==> src/rtl/fsv_pkg.sv <==
// fsv_pkg: shared constants for the frame sync validator
// assumes a 250 MHz system clock; pulses are one-cycle strobes
package fsv_pkg;
	// clock period in picoseconds
	localparam int unsigned CLK_PERIOD_PS    = 4000;
	// sync gate delay range, microseconds
	localparam int unsigned GATE_DLY_MIN_US  = 4;
	localparam int unsigned GATE_DLY_MAX_US  = 25;
	// window close delay after frame sync, microseconds
	localparam int unsigned CLOSE_DLY_US     = 3;
	// cycle counts derived from the times
	localparam int unsigned GATE_DLY_MIN_CYC = (GATE_DLY_MIN_US * 1000000 + CLK_PERIOD_PS - 1)
		/ CLK_PERIOD_PS;
	localparam int unsigned GATE_DLY_MAX_CYC = (GATE_DLY_MAX_US * 1000000) / CLK_PERIOD_PS;
	localparam int unsigned CLOSE_DLY_CYC    = (CLOSE_DLY_US * 1000000) / CLK_PERIOD_PS;
	// counter width for delay settings
	localparam int unsigned DLY_W            = 13;
	// reset values
	localparam logic        WIN_OPEN_RST     = 1'b1;
	localparam logic        STAGE_RST        = 1'b0;
	// sync gate states
	typedef enum logic [1:0] {
		FSV_IDLE  = 2'b00,
		FSV_DELAY = 2'b01,
		FSV_CLOSE = 2'b11
	} fsv_state_e;
endpackage

==> src/rtl/fsv_delay_gate.sv <==
// fsv_delay_gate: keyed window gate with delayed frame sync output
// assumes sync_in and key_in are one-cycle strobes; dly_cyc is held steady
`timescale 1ns/1ns
module fsv_delay_gate
	import fsv_pkg::*;
(
	// clock and reset
	input  wire logic             clk,
	input  wire logic             sys_rst,
	// delay setting
	input  wire logic [DLY_W-1:0] dly_cyc,
	// pulses in
	input  wire logic             key_in,
	input  wire logic             sync_in,
	// outputs
	output logic                  frame_sync,
	output logic                  win_open
);
	fsv_state_e       state_q, state_d;
	logic [DLY_W-1:0] cnt_q, cnt_d;
	logic             win_q, win_d;
	logic             out_q, out_d;

	// next-state logic
	always_comb begin
		state_d = state_q;
		cnt_d   = cnt_q;
		win_d   = win_q;
		out_d   = 1'b0;
		// [RL11] key opens window
		if (key_in) begin
			win_d = 1'b1;
		end
		unique case (state_q)
			FSV_IDLE: begin
				// [RL12] start sync delay
				if (sync_in) begin
					state_d = FSV_DELAY;
					cnt_d   = dly_cyc;
				end
			end
			FSV_DELAY: begin
				if (cnt_q <= DLY_W'(1)) begin
					// [RL13] emit only if open
					if (win_q) begin
						out_d   = 1'b1;
						state_d = FSV_CLOSE;
						cnt_d   = DLY_W'(CLOSE_DLY_CYC);
					end else begin
						state_d = FSV_IDLE;
					end
				end else begin
					cnt_d = cnt_q - DLY_W'(1);
				end
			end
			FSV_CLOSE: begin
				// [RL14] close window later
				if (cnt_q <= DLY_W'(1)) begin
					state_d = FSV_IDLE;
					// [RL15] stays open otherwise
					if (!key_in) begin
						win_d = 1'b0;
					end
				end else begin
					cnt_d = cnt_q - DLY_W'(1);
				end
			end
			default: begin
				state_d = FSV_IDLE;
			end
		endcase
	end

	// [RL19] window starts open
	always_ff @(posedge clk) begin
		if (sys_rst) begin
			state_q <= FSV_IDLE;
			cnt_q   <= '0;
			win_q   <= WIN_OPEN_RST;
			out_q   <= 1'b0;
		end else begin
			state_q <= state_d;
			cnt_q   <= cnt_d;
			win_q   <= win_d;
			out_q   <= out_d;
		end
	end

	assign frame_sync = out_q;
	assign win_open   = win_q;
endmodule

==> src/rtl/fsv_top.sv <==
// fsv_top: frame sync validator; detector, keyed selector and sync gate
// assumes all inputs synchronous one-cycle strobes or levels of clk
//
// Operation
// [RL1] detector has a buffer stage and a clocked storage stage
// [RL2] separator reset pulse clears buffer before sync of the period
// [RL3] storage takes buffer on bit clock rise: sync delayed one bit
// [RL4] no buffered sync loads storage with absence
// [RL5] term one: buffer and storage both show sync
// [RL6] term two: direct and stored eight-bit syncs both asserted
// [RL7] OR of terms, rising edge gives one detector pulse
// [RL8] selector passes detector pulses only while keying is high
// [RL9] passed pulses go out as subcommutated sync
// [RL10] composite sync on gated subcom sync or main frame sync
// [RL11] keying pulse opens the sync gate window
// [RL12] sync rise starts a 4 to 25 us adjustable delay
// [RL13] delayed sync leaves only if window open
// [RL14] about 3 us after frame sync the window closes
// [RL15] without sync the window stays open indefinitely
// [RL16] separator gives sync in each bit with a missing data pulse
// [RL17] eight-bit register supplies direct and eight-bit-old sync
// [RL18] pulses are clock strobes, one-shots are cycle counters
// [RL19] reset: window open, both detector stages cleared
`timescale 1ns/1ns
module fsv_top
	import fsv_pkg::*;
(
	// clock and reset
	input  wire logic             clk,
	input  wire logic             sys_rst,
	// separator and bit clock
	input  wire logic             bit_clk,
	input  wire logic             sep_reset,
	input  wire logic             sep_sync,
	// eight-bit register
	input  wire logic             sr_direct,
	input  wire logic             sr_stored,
	// selector inputs
	input  wire logic             subcom_key,
	input  wire logic             main_sync,
	// sync gate inputs
	input  wire logic             gate_key,
	input  wire logic [DLY_W-1:0] gate_dly,
	// outputs
	output logic                  det_sync,
	output logic                  subcom_sync,
	output logic                  comp_sync,
	output logic                  frame_sync,
	output logic                  win_open
);
	logic buf_q, buf_d;
	logic sto_q, sto_d;
	logic clk_q, hit_q, hit;
	logic det_q, sub_q, comp_q;
	logic det_d, sub_d, comp_d;

	// rising edge of a level against its sample one clock earlier
	function automatic logic fsv_rise(input logic now_v, input logic last_v);
		return now_v & ~last_v;
	endfunction

	// buffer and storage stages
	always_comb begin
		buf_d = buf_q;
		sto_d = sto_q;
		// [RL2] reset first, sync wins
		if (sep_reset) begin
			buf_d = 1'b0;
		end
		// [RL1] buffer catches sync
		if (sep_sync) begin
			buf_d = 1'b1;
		end
		// [RL3] [RL4] storage on rise
		if (fsv_rise(bit_clk, clk_q)) begin
			sto_d = buf_q;
		end
	end

	// [RL5] [RL6] coincidence terms
	assign hit = (buf_q & sto_q) | (sr_direct & sr_stored);

	// detector, selector and composite pulses
	always_comb begin
		// [RL7] rising edge pulse
		det_d  = fsv_rise(hit, hit_q);
		// [RL8] [RL9] keyed pass
		sub_d  = det_d & subcom_key;
		// [RL10] composite or
		comp_d = sub_d | main_sync;
	end

	// [RL18] [RL19] registered strobes
	always_ff @(posedge clk) begin
		if (sys_rst) begin
			buf_q  <= STAGE_RST;
			sto_q  <= STAGE_RST;
			// edge samples follow their levels: no false edge after reset
			clk_q  <= bit_clk;
			hit_q  <= hit;
			det_q  <= 1'b0;
			sub_q  <= 1'b0;
			comp_q <= 1'b0;
		end else begin
			buf_q  <= buf_d;
			sto_q  <= sto_d;
			clk_q  <= bit_clk;
			hit_q  <= hit;
			det_q  <= det_d;
			sub_q  <= sub_d;
			comp_q <= comp_d;
		end
	end

	// sync gate fed by detector pulse
	fsv_delay_gate u_gate (
		.clk        (clk),
		.sys_rst    (sys_rst),
		.dly_cyc    (gate_dly),
		.key_in     (gate_key),
		.sync_in    (det_q),
		.frame_sync (frame_sync),
		.win_open   (win_open)
	);

	assign det_sync    = det_q;
	assign subcom_sync = sub_q;
	assign comp_sync   = comp_q;
endmodule

==> config.mk <==
export PLATFORM = sky130hd
export DESIGN_NAME = fsv_top
export DESIGN_NICKNAME = d
export VERILOG_FILES = /design/src/rtl/fsv_pkg.sv /design/src/rtl/fsv_delay_gate.sv /design/src/rtl/fsv_top.sv
export SDC_FILE = /design/constraint.sdc
export NUM_CORES = 1
export LEC_CHECK = 0
export ABC_AREA = 1
export BUFFER_PORTS_ARGS = -buffer_cell sky130_fd_sc_hd__clkbuf_2
export CORE_MARGIN = 3
export CORE_UTILIZATION = 41
export DETAILED_ROUTE_END_ITERATION = 8
export PLACE_DENSITY = 0.71
export SLEW_MARGIN = 10
export SYNTH_ARGS = -nofsm -noshare
export SYNTH_HDL_FRONTEND = slang
export SYNTH_SLANG_ARGS = --single-unit
==> constraint.sdc <==
create_clock -name clk -period 1.53 [get_ports clk]
set_input_delay 0 -clock clk [delete_from_list [all_inputs] [get_ports clk]]
set_output_delay 0 -clock clk [all_outputs]
set_load 0.02 [all_outputs]
Yosys cells after proc, flatten, opt, wreduce, memory -nomap -nowiden
Cells that the tools add are included.
{ "totals": {"regBits": 24, "input_bits": 23} }
{ "classes": {"n_bitwise": 11, "addsub": 1, "magnitude_cmp": 1, "reduce_logical": 6, "eq_ne": 7, "mux": 17} }
{ "ops": {"columns": ["operator", "count"], "rows": [
  ["$mux 13", 4],
  ["$pmux 13 s3", 1],
  ["$le 13x1->1 const B", 1],
  ["$sub 13x1->13 const B", 1],
  ["$mux 2", 4],
  ["$mux 1", 7],
  ["$pmux 2 s3", 1],
  ["$and 1x1->1", 5],
  ["$ne 2x1->1 const B", 2],
  ["$ne 2x2->1 const B", 2],
  ["$not 1->1", 4],
  ["$reduce_and 4->1", 1],
  ["$ne 3x2->1 const B", 1],
  ["$reduce_and 3->1", 1],
  ["$reduce_bool 3->1", 1],
  ["$reduce_or 3->1", 1],
  ["$eq 2x1->1 const B", 1],
  ["$eq 2x2->1 const B", 1],
  ["$logic_not 2->1", 1],
  ["$or 1x1->1", 2],
  ["$reduce_bool 2->1", 1]
]} }

Depth between registers and ports, before layout
Gate-level depths: netlist of the first run.
{ "depth": {"word_depth": 5, "depth_mapped": 11, "mapped_depth_nobuf": 11} }

By module
A second synthesis of the first run with hierarchy kept.
{ "hier_totals": {"cells_unflattened": 236, "area_unflattened_um2": 1511.4} }
{ "modules_own_cells": {"columns": ["mod", "instances", "seq_area_each_um2", "area_each_um2", "cells_each"], "rows": [
  ["fsv_delay_gate", 1, 340.3, 1282.5, 209],
  ["fsv_top", 1, 140.1, 229.0, 27]
]} }

Least setup slack after synthesis of the first run
No wires, ideal clock.
{ "synth_path": {"path_type": "reg2reg", "startpoint": "register u_gate.cnt_q[1]", "endpoint": "register u_gate.cnt_q[0]", "t_arrival_ps": 1289, "slack_ps": 123, "n_path_buf": 1, "path_stages_with_launch": 11, "synth_period_minus_slack_ps": 1407, "setup_ps": 117, "path_cell_list": "dfxtp_1 inv_1 ha_1 nand2_1 nor2_2 nand2_2 nand3_4 o21ai_4 buf_6 o21ai_0 nor2_1"} }
{ "synth_between": {"elab_chain_len": 3} }
{ "synth_rtl": {"columns": ["element", "line", "text"], "rows": [
  ["start, declared", "fsv_delay_gate.sv:20", "logic [DLY_W-1:0] cnt_q, cnt_d;"],
  ["start signal, assigned", "fsv_delay_gate.sv:83", "cnt_q <= cnt_d;"],
  ["$le 13x1->1 *", "fsv_delay_gate.sv:43, fsv_delay_gate.sv:58", null],
  ["$ne 3x2->1 (no source line) (tied with other cells)", null, null],
  ["$reduce_and 4->1 (no source line) / $pmux 13 s3 (equally long branches)", null, null]
]} }
Every way passes the cells marked *; elsewhere a longest branch is shown, timed or not.
A chain may end at the register's enable or synchronous reset.

Worst setup path after layout of the first run
{ "layout_path": {"startpoint": "register u_gate.cnt_q[9]", "endpoint": "register u_gate.cnt_q[0]"} }
Same word-level chain as after synthesis.

==> run_results.csv, run 1 <==
group,metric,value,unit
clock_tree,clockRootBuffer,"clkbuf_4",
global_routing,grtUsageTotal,0.173,
cells_and_area,n_antenna_cell,0,
critical_path,worst_setup_path_start_kind,"flip-flop",
synth,syn_inst,197,
die,dieArea,4030,sq um
sta,hold_ws,-2.16,ps
critical_path,r2r_start,"u_gate.cnt_q[9]",
synth,ys_ff_latch,24,
outcome,violations,"negative hold slack",
place,io_buffers,27,
min_path,hp-start,"sys_rst",
drt,drc,0,
die,core_area,3100,sq um
die,fp-row-count,20,
global_routing,grt_pass1_wl,5610,um
clock_tree,htreeDepth,1,
synth,synth_top_family_by_area,"simple AND/OR/NAND/NOR gates",
critical_path,crit_required,1760,ps
sta,finalCritPeriodShare,0.971,
min_path,hold_path_class,"in -> reg",
die,ioPinCount,28,
synth,syn_nets,222,
die,start_util,0.436,
drt,finalWirelength,3760,um
place,dp_slack,-19.3,ps
synth,yosysWarnings,0,
clock_tree,path_clk_slew,150,ps
sta,setup_slack,43.9,ps
clock_tree,cts.path.max_buffers,2,
sta,tns,0,ps
critical_path,crit_slowest_cell,"dfxtp_2",
global_routing,antenna_found_initial,0,
clock_tree,clock_latency,330,ps
critical_path,critPathBufInv,0,
sta,timing.fmax,0.673,GHz
drt,ant_nets,0,
die,fp.dieW,63.5,um
die,die_h,63.5,um
critical_path,cp.arrival,1720,ps
synth,syn_area,1350,sq um
synth,synthAdderAreaFrac,0.0185,
drt,first_iter_violations,59,
outcome,status,"complete, but fails checks",
cells_and_area,drive_above_1_share,0.379,
global_routing,grt_pass1_vias,1331,
critical_path,max_stage_delay,380,ps
global_routing,grt_max_degree,24,
sta,fin_skew,8.42,ps
sta,finalHoldViolations,1,
critical_path,worstSetupEndpointType,"flip-flop",
drt,post_drt_via_cell_ratio,5.00,
synth,yosys-mux-area-fraction,0,
drt,num_vias,1484,
sta,period_needed,1490,ps
critical_path,crit_type,"reg -> reg",
critical_path,crit_chain,"nor2_2 -> nand2_1 -> nor2_2 -> nand2_2 -> nand3_4 -> o21ai_4 -> o21ai_0 -> nor2_1",
clock_tree,cts_buffers,3,
clock_tree,cts_tree,"yes",
place,dp_hpwl,2260,um
critical_path,worst-path-max-fanout,11,
cells_and_area,area_growth_syn_to_layout,46.0,%
power_and_ir_drop,powerDensity,2080,nW/um^2
place,gp_congestion,0.861,
power_and_ir_drop,vdd_ir_drop_max,1160,uV
synth,synth_simple_gate_area_frac,0.337,
cells_and_area,final_net_count,279,
global_routing,gr-total-overflow,0,
job,maxCapViolCount,0,
power_and_ir_drop,p_leak,0.894,nW
synth,synth_compound_area_frac,0.177,
sta,worstMarginPinSlew,516,ps
critical_path,cpLargestDelayFamily,"simple AND/OR/NAND/NOR gates",
critical_path,crit_top_cell,"nor2_2",
synth,yosysUniqueCellTypes,31,
drt,dr.pass1.iters,4,
sta,slew_headroom,0.654,
critical_path,cp-startpoint,"u_gate.cnt_q[9]",
synth,avgSynthCellArea,6.87,sq um
sta,drv_slew,0,
sta,rsz0062_at_grt,"true",
clock_tree,cts_sinks,24,
synth,seq_area_frac_synth,0.355,
synth,synth-xor-area-share,0.0323,
sta,setup_viol,0,
drt,wl_per_cell,12.7,um
==> worst reg2reg max path, cell delays in order (launching register included) <==
cell and delay (ps):
dfxtp_2 380, nor2_2 140, nand2_1 80, nor2_2 120, nand2_2 80, nand3_4 180, o21ai_4 160, o21ai_0 190
nor2_1 60
==> registers in the layout, summed over array words and instances (netlist names) <==
register,flops
det_sync,1
hit_q,1
buf_q,1
u_gate.state_q,2
sto_q,1
comp_sync,1
u_gate.frame_sync,1
clk_q,1
u_gate.cnt_q,13
u_gate.win_open,1
subcom_sync,1
==> layer usage <==
| metal | track usage | wire length [um] | vias to the layer above |
|---|---|---|---|
| met1 | 0.204 | 1630 | 687 |
| met2 | 0.301 | 1910 | 36 |
| met5 | 0 | 0 | - |
| met3 | 0.0446 | 179 | 6 |
| li1 | - | - | 755 |
| met4 | 0.0620 | 41 | 0 |
==> path summary, 6_finish.rpt <==
| check | end | slack [ps] | cells past startpoint |
|---|---|---|---|
| setup / recovery | u_gate.cnt_q[0] | 40 | 8 |
| hold reg to reg | sto_q | 470 | 2 |
| setup reg to reg | u_gate.cnt_q[0] | 40 | 8 |
| hold / removal | u_gate.cnt_q[9] | -2 | 3 |
==> power by group <==
group          internal (mW)  switching [mW]  leakage, nW
registers              0.854           0.277        0.204
clock network          0.265           0.212       0.0279
logic                   1.03            1.47        0.662
==> cell type report <==
cell class | count | area (sq um)
Clock buffer | 3 | 22.5
Clock inverter | 1 | 30.0
Fill cell | 267 | 1130
Inverter | 18 | 70.1
Multi-Input combinational cell | 151 | 898
Sequential cell | 24 | 505
Tap cell | 44 | 55.1
Timing Repair Buffer | 56 | 395
==> synth_stat cells <==
master,instances,share of area
a211oi_1,1,0.0055
a21oi_1,12,0.044
a21oi_2,1,0.0065
buf_1,1,0.0028
buf_6,1,0.0083
buf_8,1,0.011
clkbuf_1,3,0.0083
dfxtp_1,24,0.35
ha_1,2,0.018
inv_1,16,0.044
inv_2,2,0.0055
nand2_1,44,0.12
nand2_2,5,0.023
nand3_1,7,0.026
nand3_2,2,0.015
nand3_4,1,0.013
nand4_1,2,0.0092
nor2_1,28,0.078
nor2_2,5,0.023
nor2_4,1,0.0083
nor3_1,3,0.011
o211a_1,1,0.0074
o211ai_1,1,0.0055
o21ai_0,17,0.063
o21ai_1,7,0.026
o21ai_2,1,0.0065
o21ai_4,1,0.012
or2_1,1,0.0046
or2_2,1,0.0046
xnor2_1,3,0.019
xor2_1,2,0.013
==> logic make-up (layout without fill, tap and decap cells) <==
logic type	count (synthesis)	count (layout)
buffers and inverters	24	78
XOR/XNOR	5	5
AO/OA/AOI/OAI	42	44
AND/OR/NAND/NOR	100	100
adder cells (fa/ha/maj)	2	2
flip-flops	24	24
==> timing repair <==
item | 4_1_cts | 5_1_grt
resized for setup | 1 | 48
cloned | 0 | 2
setup buffers | 0 | 2
hold buffers | 17 | 0
endpoints found under the setup margin | 4 | 14
hold endpoints to repair | 16 | 0
pin swaps | 0 | 8
==> cell usage in the layout (no fill, tap or decap), types with 2 or more instances in the layout <==
master / instances
nand3_2: 3
a21oi_1: 11
nor3_1: 2
o21ai_4: 2
inv_2: 3
o21ai_2: 3
ha_4: 2
dfxtp_2: 8
clkbuf_2: 27
nor2_2: 9
nor2_4: 6
dfxtp_4: 4
clkbuf_4: 3
nand4_1: 2
o21ai_0: 14
nand2_1: 42
inv_1: 14
nand3_1: 6
buf_4: 12
a21oi_2: 2
dfxtp_1: 12
o21ai_1: 9
nor2_1: 19
dlygate4sd3_1: 17
nand2_2: 6
xor2_1: 2
xnor2_1: 3
==> metrics by stage <==
step | hold WS [ps] | cells | instance area, sq um | power [mW] | utilization
after floorplan | 27.7 | 197 | 1350 | 2.55 | -
after global placement | 120 | 272 | 1580 | 2.95 | 0.508
after detailed placement | 120 | 272 | 1580 | 2.97 | 0.508
after CTS | 0.189 | 293 | 1800 | 3.49 | 0.581
after global routing | 15.4 | 297 | 1980 | 4.42 | 0.637
final | -2.16 | 297 | 1980 | 4.11 | 0.637
Power figures use the tool's default switching activity.
==> run 2: changes to the inputs <==
--- a/config.mk
+++ b/config.mk
@@ -6,11 +6,11 @@
 export NUM_CORES = 1
 export LEC_CHECK = 0
 export ABC_AREA = 1
-export BUFFER_PORTS_ARGS = -buffer_cell sky130_fd_sc_hd__clkbuf_2
 export CORE_MARGIN = 3
 export CORE_UTILIZATION = 41
 export DETAILED_ROUTE_END_ITERATION = 8
-export PLACE_DENSITY = 0.71
+export DONT_BUFFER_PORTS = 1
+export PLACE_DENSITY = 0.63
 export SLEW_MARGIN = 10
 export SYNTH_ARGS = -nofsm -noshare
 export SYNTH_HDL_FRONTEND = slang
==> run 2 against run 1 <==
The flow now finishes without violations. Critical path depth increased by 1. Power fell by 1.1%. Clock power shrank 0.8%. Wire length rose by 0.58%. Utilization down 2.9 points. Critical path type unchanged. Critical endpoint is now u_gate.cnt_q[7]. Largest cell class unchanged.
==> run_results.csv, run 2 (synthesized netlist as in run 1, its figures left out) <==
group,metric,value,unit
critical_path,worstSetupEndpointType,"flip-flop",
global_routing,grt_pass1_wl,6080,um
drt,first_iter_violations,65,
cells_and_area,final_net_count,256,
global_routing,grtUsageTotal,0.186,
critical_path,worst_setup_path_start_kind,"flip-flop",
cells_and_area,regMostFlops,"u_gate.cnt_q",
power_and_ir_drop,fin_total_pwr,4.07,mW
power_and_ir_drop,powerDensity,2150,nW/um^2
clock_tree,cts_sinks,24,
outcome,status,"finished, final reports clean",
power_and_ir_drop,vdd_ir_drop_max,946,uV
clock_tree,cts.path.max_buffers,2,
die,dieArea,4030,sq um
critical_path,r2r-end,"u_gate.cnt_q[7]",
place,dp_hpwl,2320,um
sta,finalCritPeriodShare,0.971,
cells_and_area,largest_reg_flops,13,
global_routing,grt_max_degree,15,
sta,worstMarginPinSlew,460,ps
sta,setup_slack,43.7,ps
sta,rsz0062_at_grt,"true",
die,ioPinCount,28,
sta,period_needed,1490,ps
global_routing,gr-total-overflow,0,
sta,timing.fmax,0.673,GHz
drt,dr.pass1.iters,4,
die,core_area,3100,sq um
critical_path,crit_required,1770,ps
min_path,hold_path_class,"in -> reg",
die,die_h,63.5,um
cells_and_area,largest_registers,"u_gate.cnt_q x13, u_gate.state_q x2",
sta,hold_ws,61.9,ps
drt,drc,0,
place,io_buffers,0,
clock_tree,cts_tree,"yes",
clock_tree,clock_latency,320,ps
cells_and_area,drive_above_1_share,0.287,
min_path,worstHoldPathCells,3,
cells_and_area,n_antenna_cell,0,
drt,finalWirelength,3780,um
clock_tree,htreeDepth,1,
critical_path,cp.arrival,1720,ps
sta,finalHoldViolations,0,
global_routing,antenna_found_initial,0,
critical_path,r2r_start,"u_gate.cnt_q[1]",
sta,drv_slew,0,
die,start_util,0.436,
cells_and_area,fin_util,0.608,
cells_and_area,layout_commonest_cell,"nand2_1",
min_path,min_to,"u_gate.cnt_q[4]",
power_and_ir_drop,p_leak,0.796,nW
die,fp.dieW,63.5,um
drt,num_vias,1437,
sta,slew_headroom,0.693,
critical_path,r2r_cells,9,
drt,post_drt_via_cell_ratio,5.24,
sta,setup_viol,0,
place,dp_slack,-45.0,ps
clock_tree,path_clk_slew,140,ps
critical_path,worst-path-max-fanout,8,
cells_and_area,n_fill_cell,306,
cells_and_area,regArea,504,sq um
drt,wl_per_cell,13.8,um
cells_and_area,mostFrequentLayoutCells,"41 x nand2_1, 22 x dlygate4sd3_1, 21 x nor2_1",
critical_path,crit_type,"reg -> reg",
min_path,hp-start,"sys_rst",
job,maxCapViolCount,0,
cells_and_area,area_growth_syn_to_layout,39.5,%
clock_tree,clockRootBuffer,"clkbuf_4",
place,gp_congestion,0.830,
critical_path,reg2reg_slack,40,ps
global_routing,grt_pass1_vias,1411,
clock_tree,cts_buffers,3,
drt,ant_nets,0,
cells_and_area,multiInputGateArea,911,sq um
die,fp-row-count,20,
sta,fin_skew,3.51,ps
-- run 2: cell types whose count changed in the layout (fill, tap and decap cells not counted), sizes merged --
cell         previous run  this run
clkbuf                 30         3
dlygate4sd3            17        22
buf                    12        10
o21ai                  28        29
-- run 2: per-stage QoR --
step	std cells	cell area (sq um)	TNS, ps
2_1_floorplan	197	1350	0
3_3_place_gp	243	1430	0
6_report	274	1890	0
3_5_place_dp	243	1430	-105
4_1_cts	270	1730	-19.3
5_1_grt	274	1890	-260
-- run 2: routing by layer --
| layer | vias to the layer above | track usage | wire length, um |
|---|---|---|---|
| met3 | 4 | 0.0321 | 143 |
| met5 | - | 0 | 0 |
| met1 | 683 | 0.233 | 1670 |
| li1 | 709 | - | - |
| met2 | 41 | 0.327 | 1930 |
| met4 | 0 | 0.0485 | 35 |
-- run 2: power by group --
part           switching [mW]  internal [mW]
logic                    1.49          0.971
clock network           0.208          0.265
registers               0.279          0.854
-- run 2: worst max path at each step --
stage / startpoint / to / slack (ps)
3_5_place_dp: u_gate.cnt_q[1] / u_gate.cnt_q[11] / -40
2_1_floorplan: u_gate.cnt_q[1] / u_gate.cnt_q[0] / 120
6_report: u_gate.cnt_q[1] / u_gate.cnt_q[7] / 40
5_1_grt: u_gate.cnt_q[1] / u_gate.cnt_q[6] / -60
3_3_place_gp: u_gate.cnt_q[1] / u_gate.cnt_q[0] / 40
4_1_cts: u_gate.cnt_q[0] / u_gate.cnt_q[8] / -20
-- run 2: critical path, cell delays in order (launching register included) --
cell and delay [ps]:
dfxtp_2 360, inv_4 100, ha_4 140, nand2_2 50, nor2_2 110, nand2_2 80
nand3_4 180, o21ai_2 170, o21ai_1 160, nor2_1 50
-- run 2: area by class of cell --
class / instances / share of cell area
Multi-Input combinational cell: 152 / 0.482
Sequential cell: 24 / 0.267
Inverter: 18 / 0.0371
Clock inverter: 1 / 0.0159
Tap cell: 44 / 0.0292
Timing Repair Buffer: 32 / 0.156
Clock buffer: 3 / 0.0119
-- run 2: what timing repair did --
action | CTS | global route
hold endpoints to repair | 24 | 0
buffers inserted | 0 | 2
gates resized for setup | 5 | 45
cloned | 1 | 2
pin swaps | 1 | 2
hold buffers | 22 | 0
setup endpoints to repair | 12 | 13
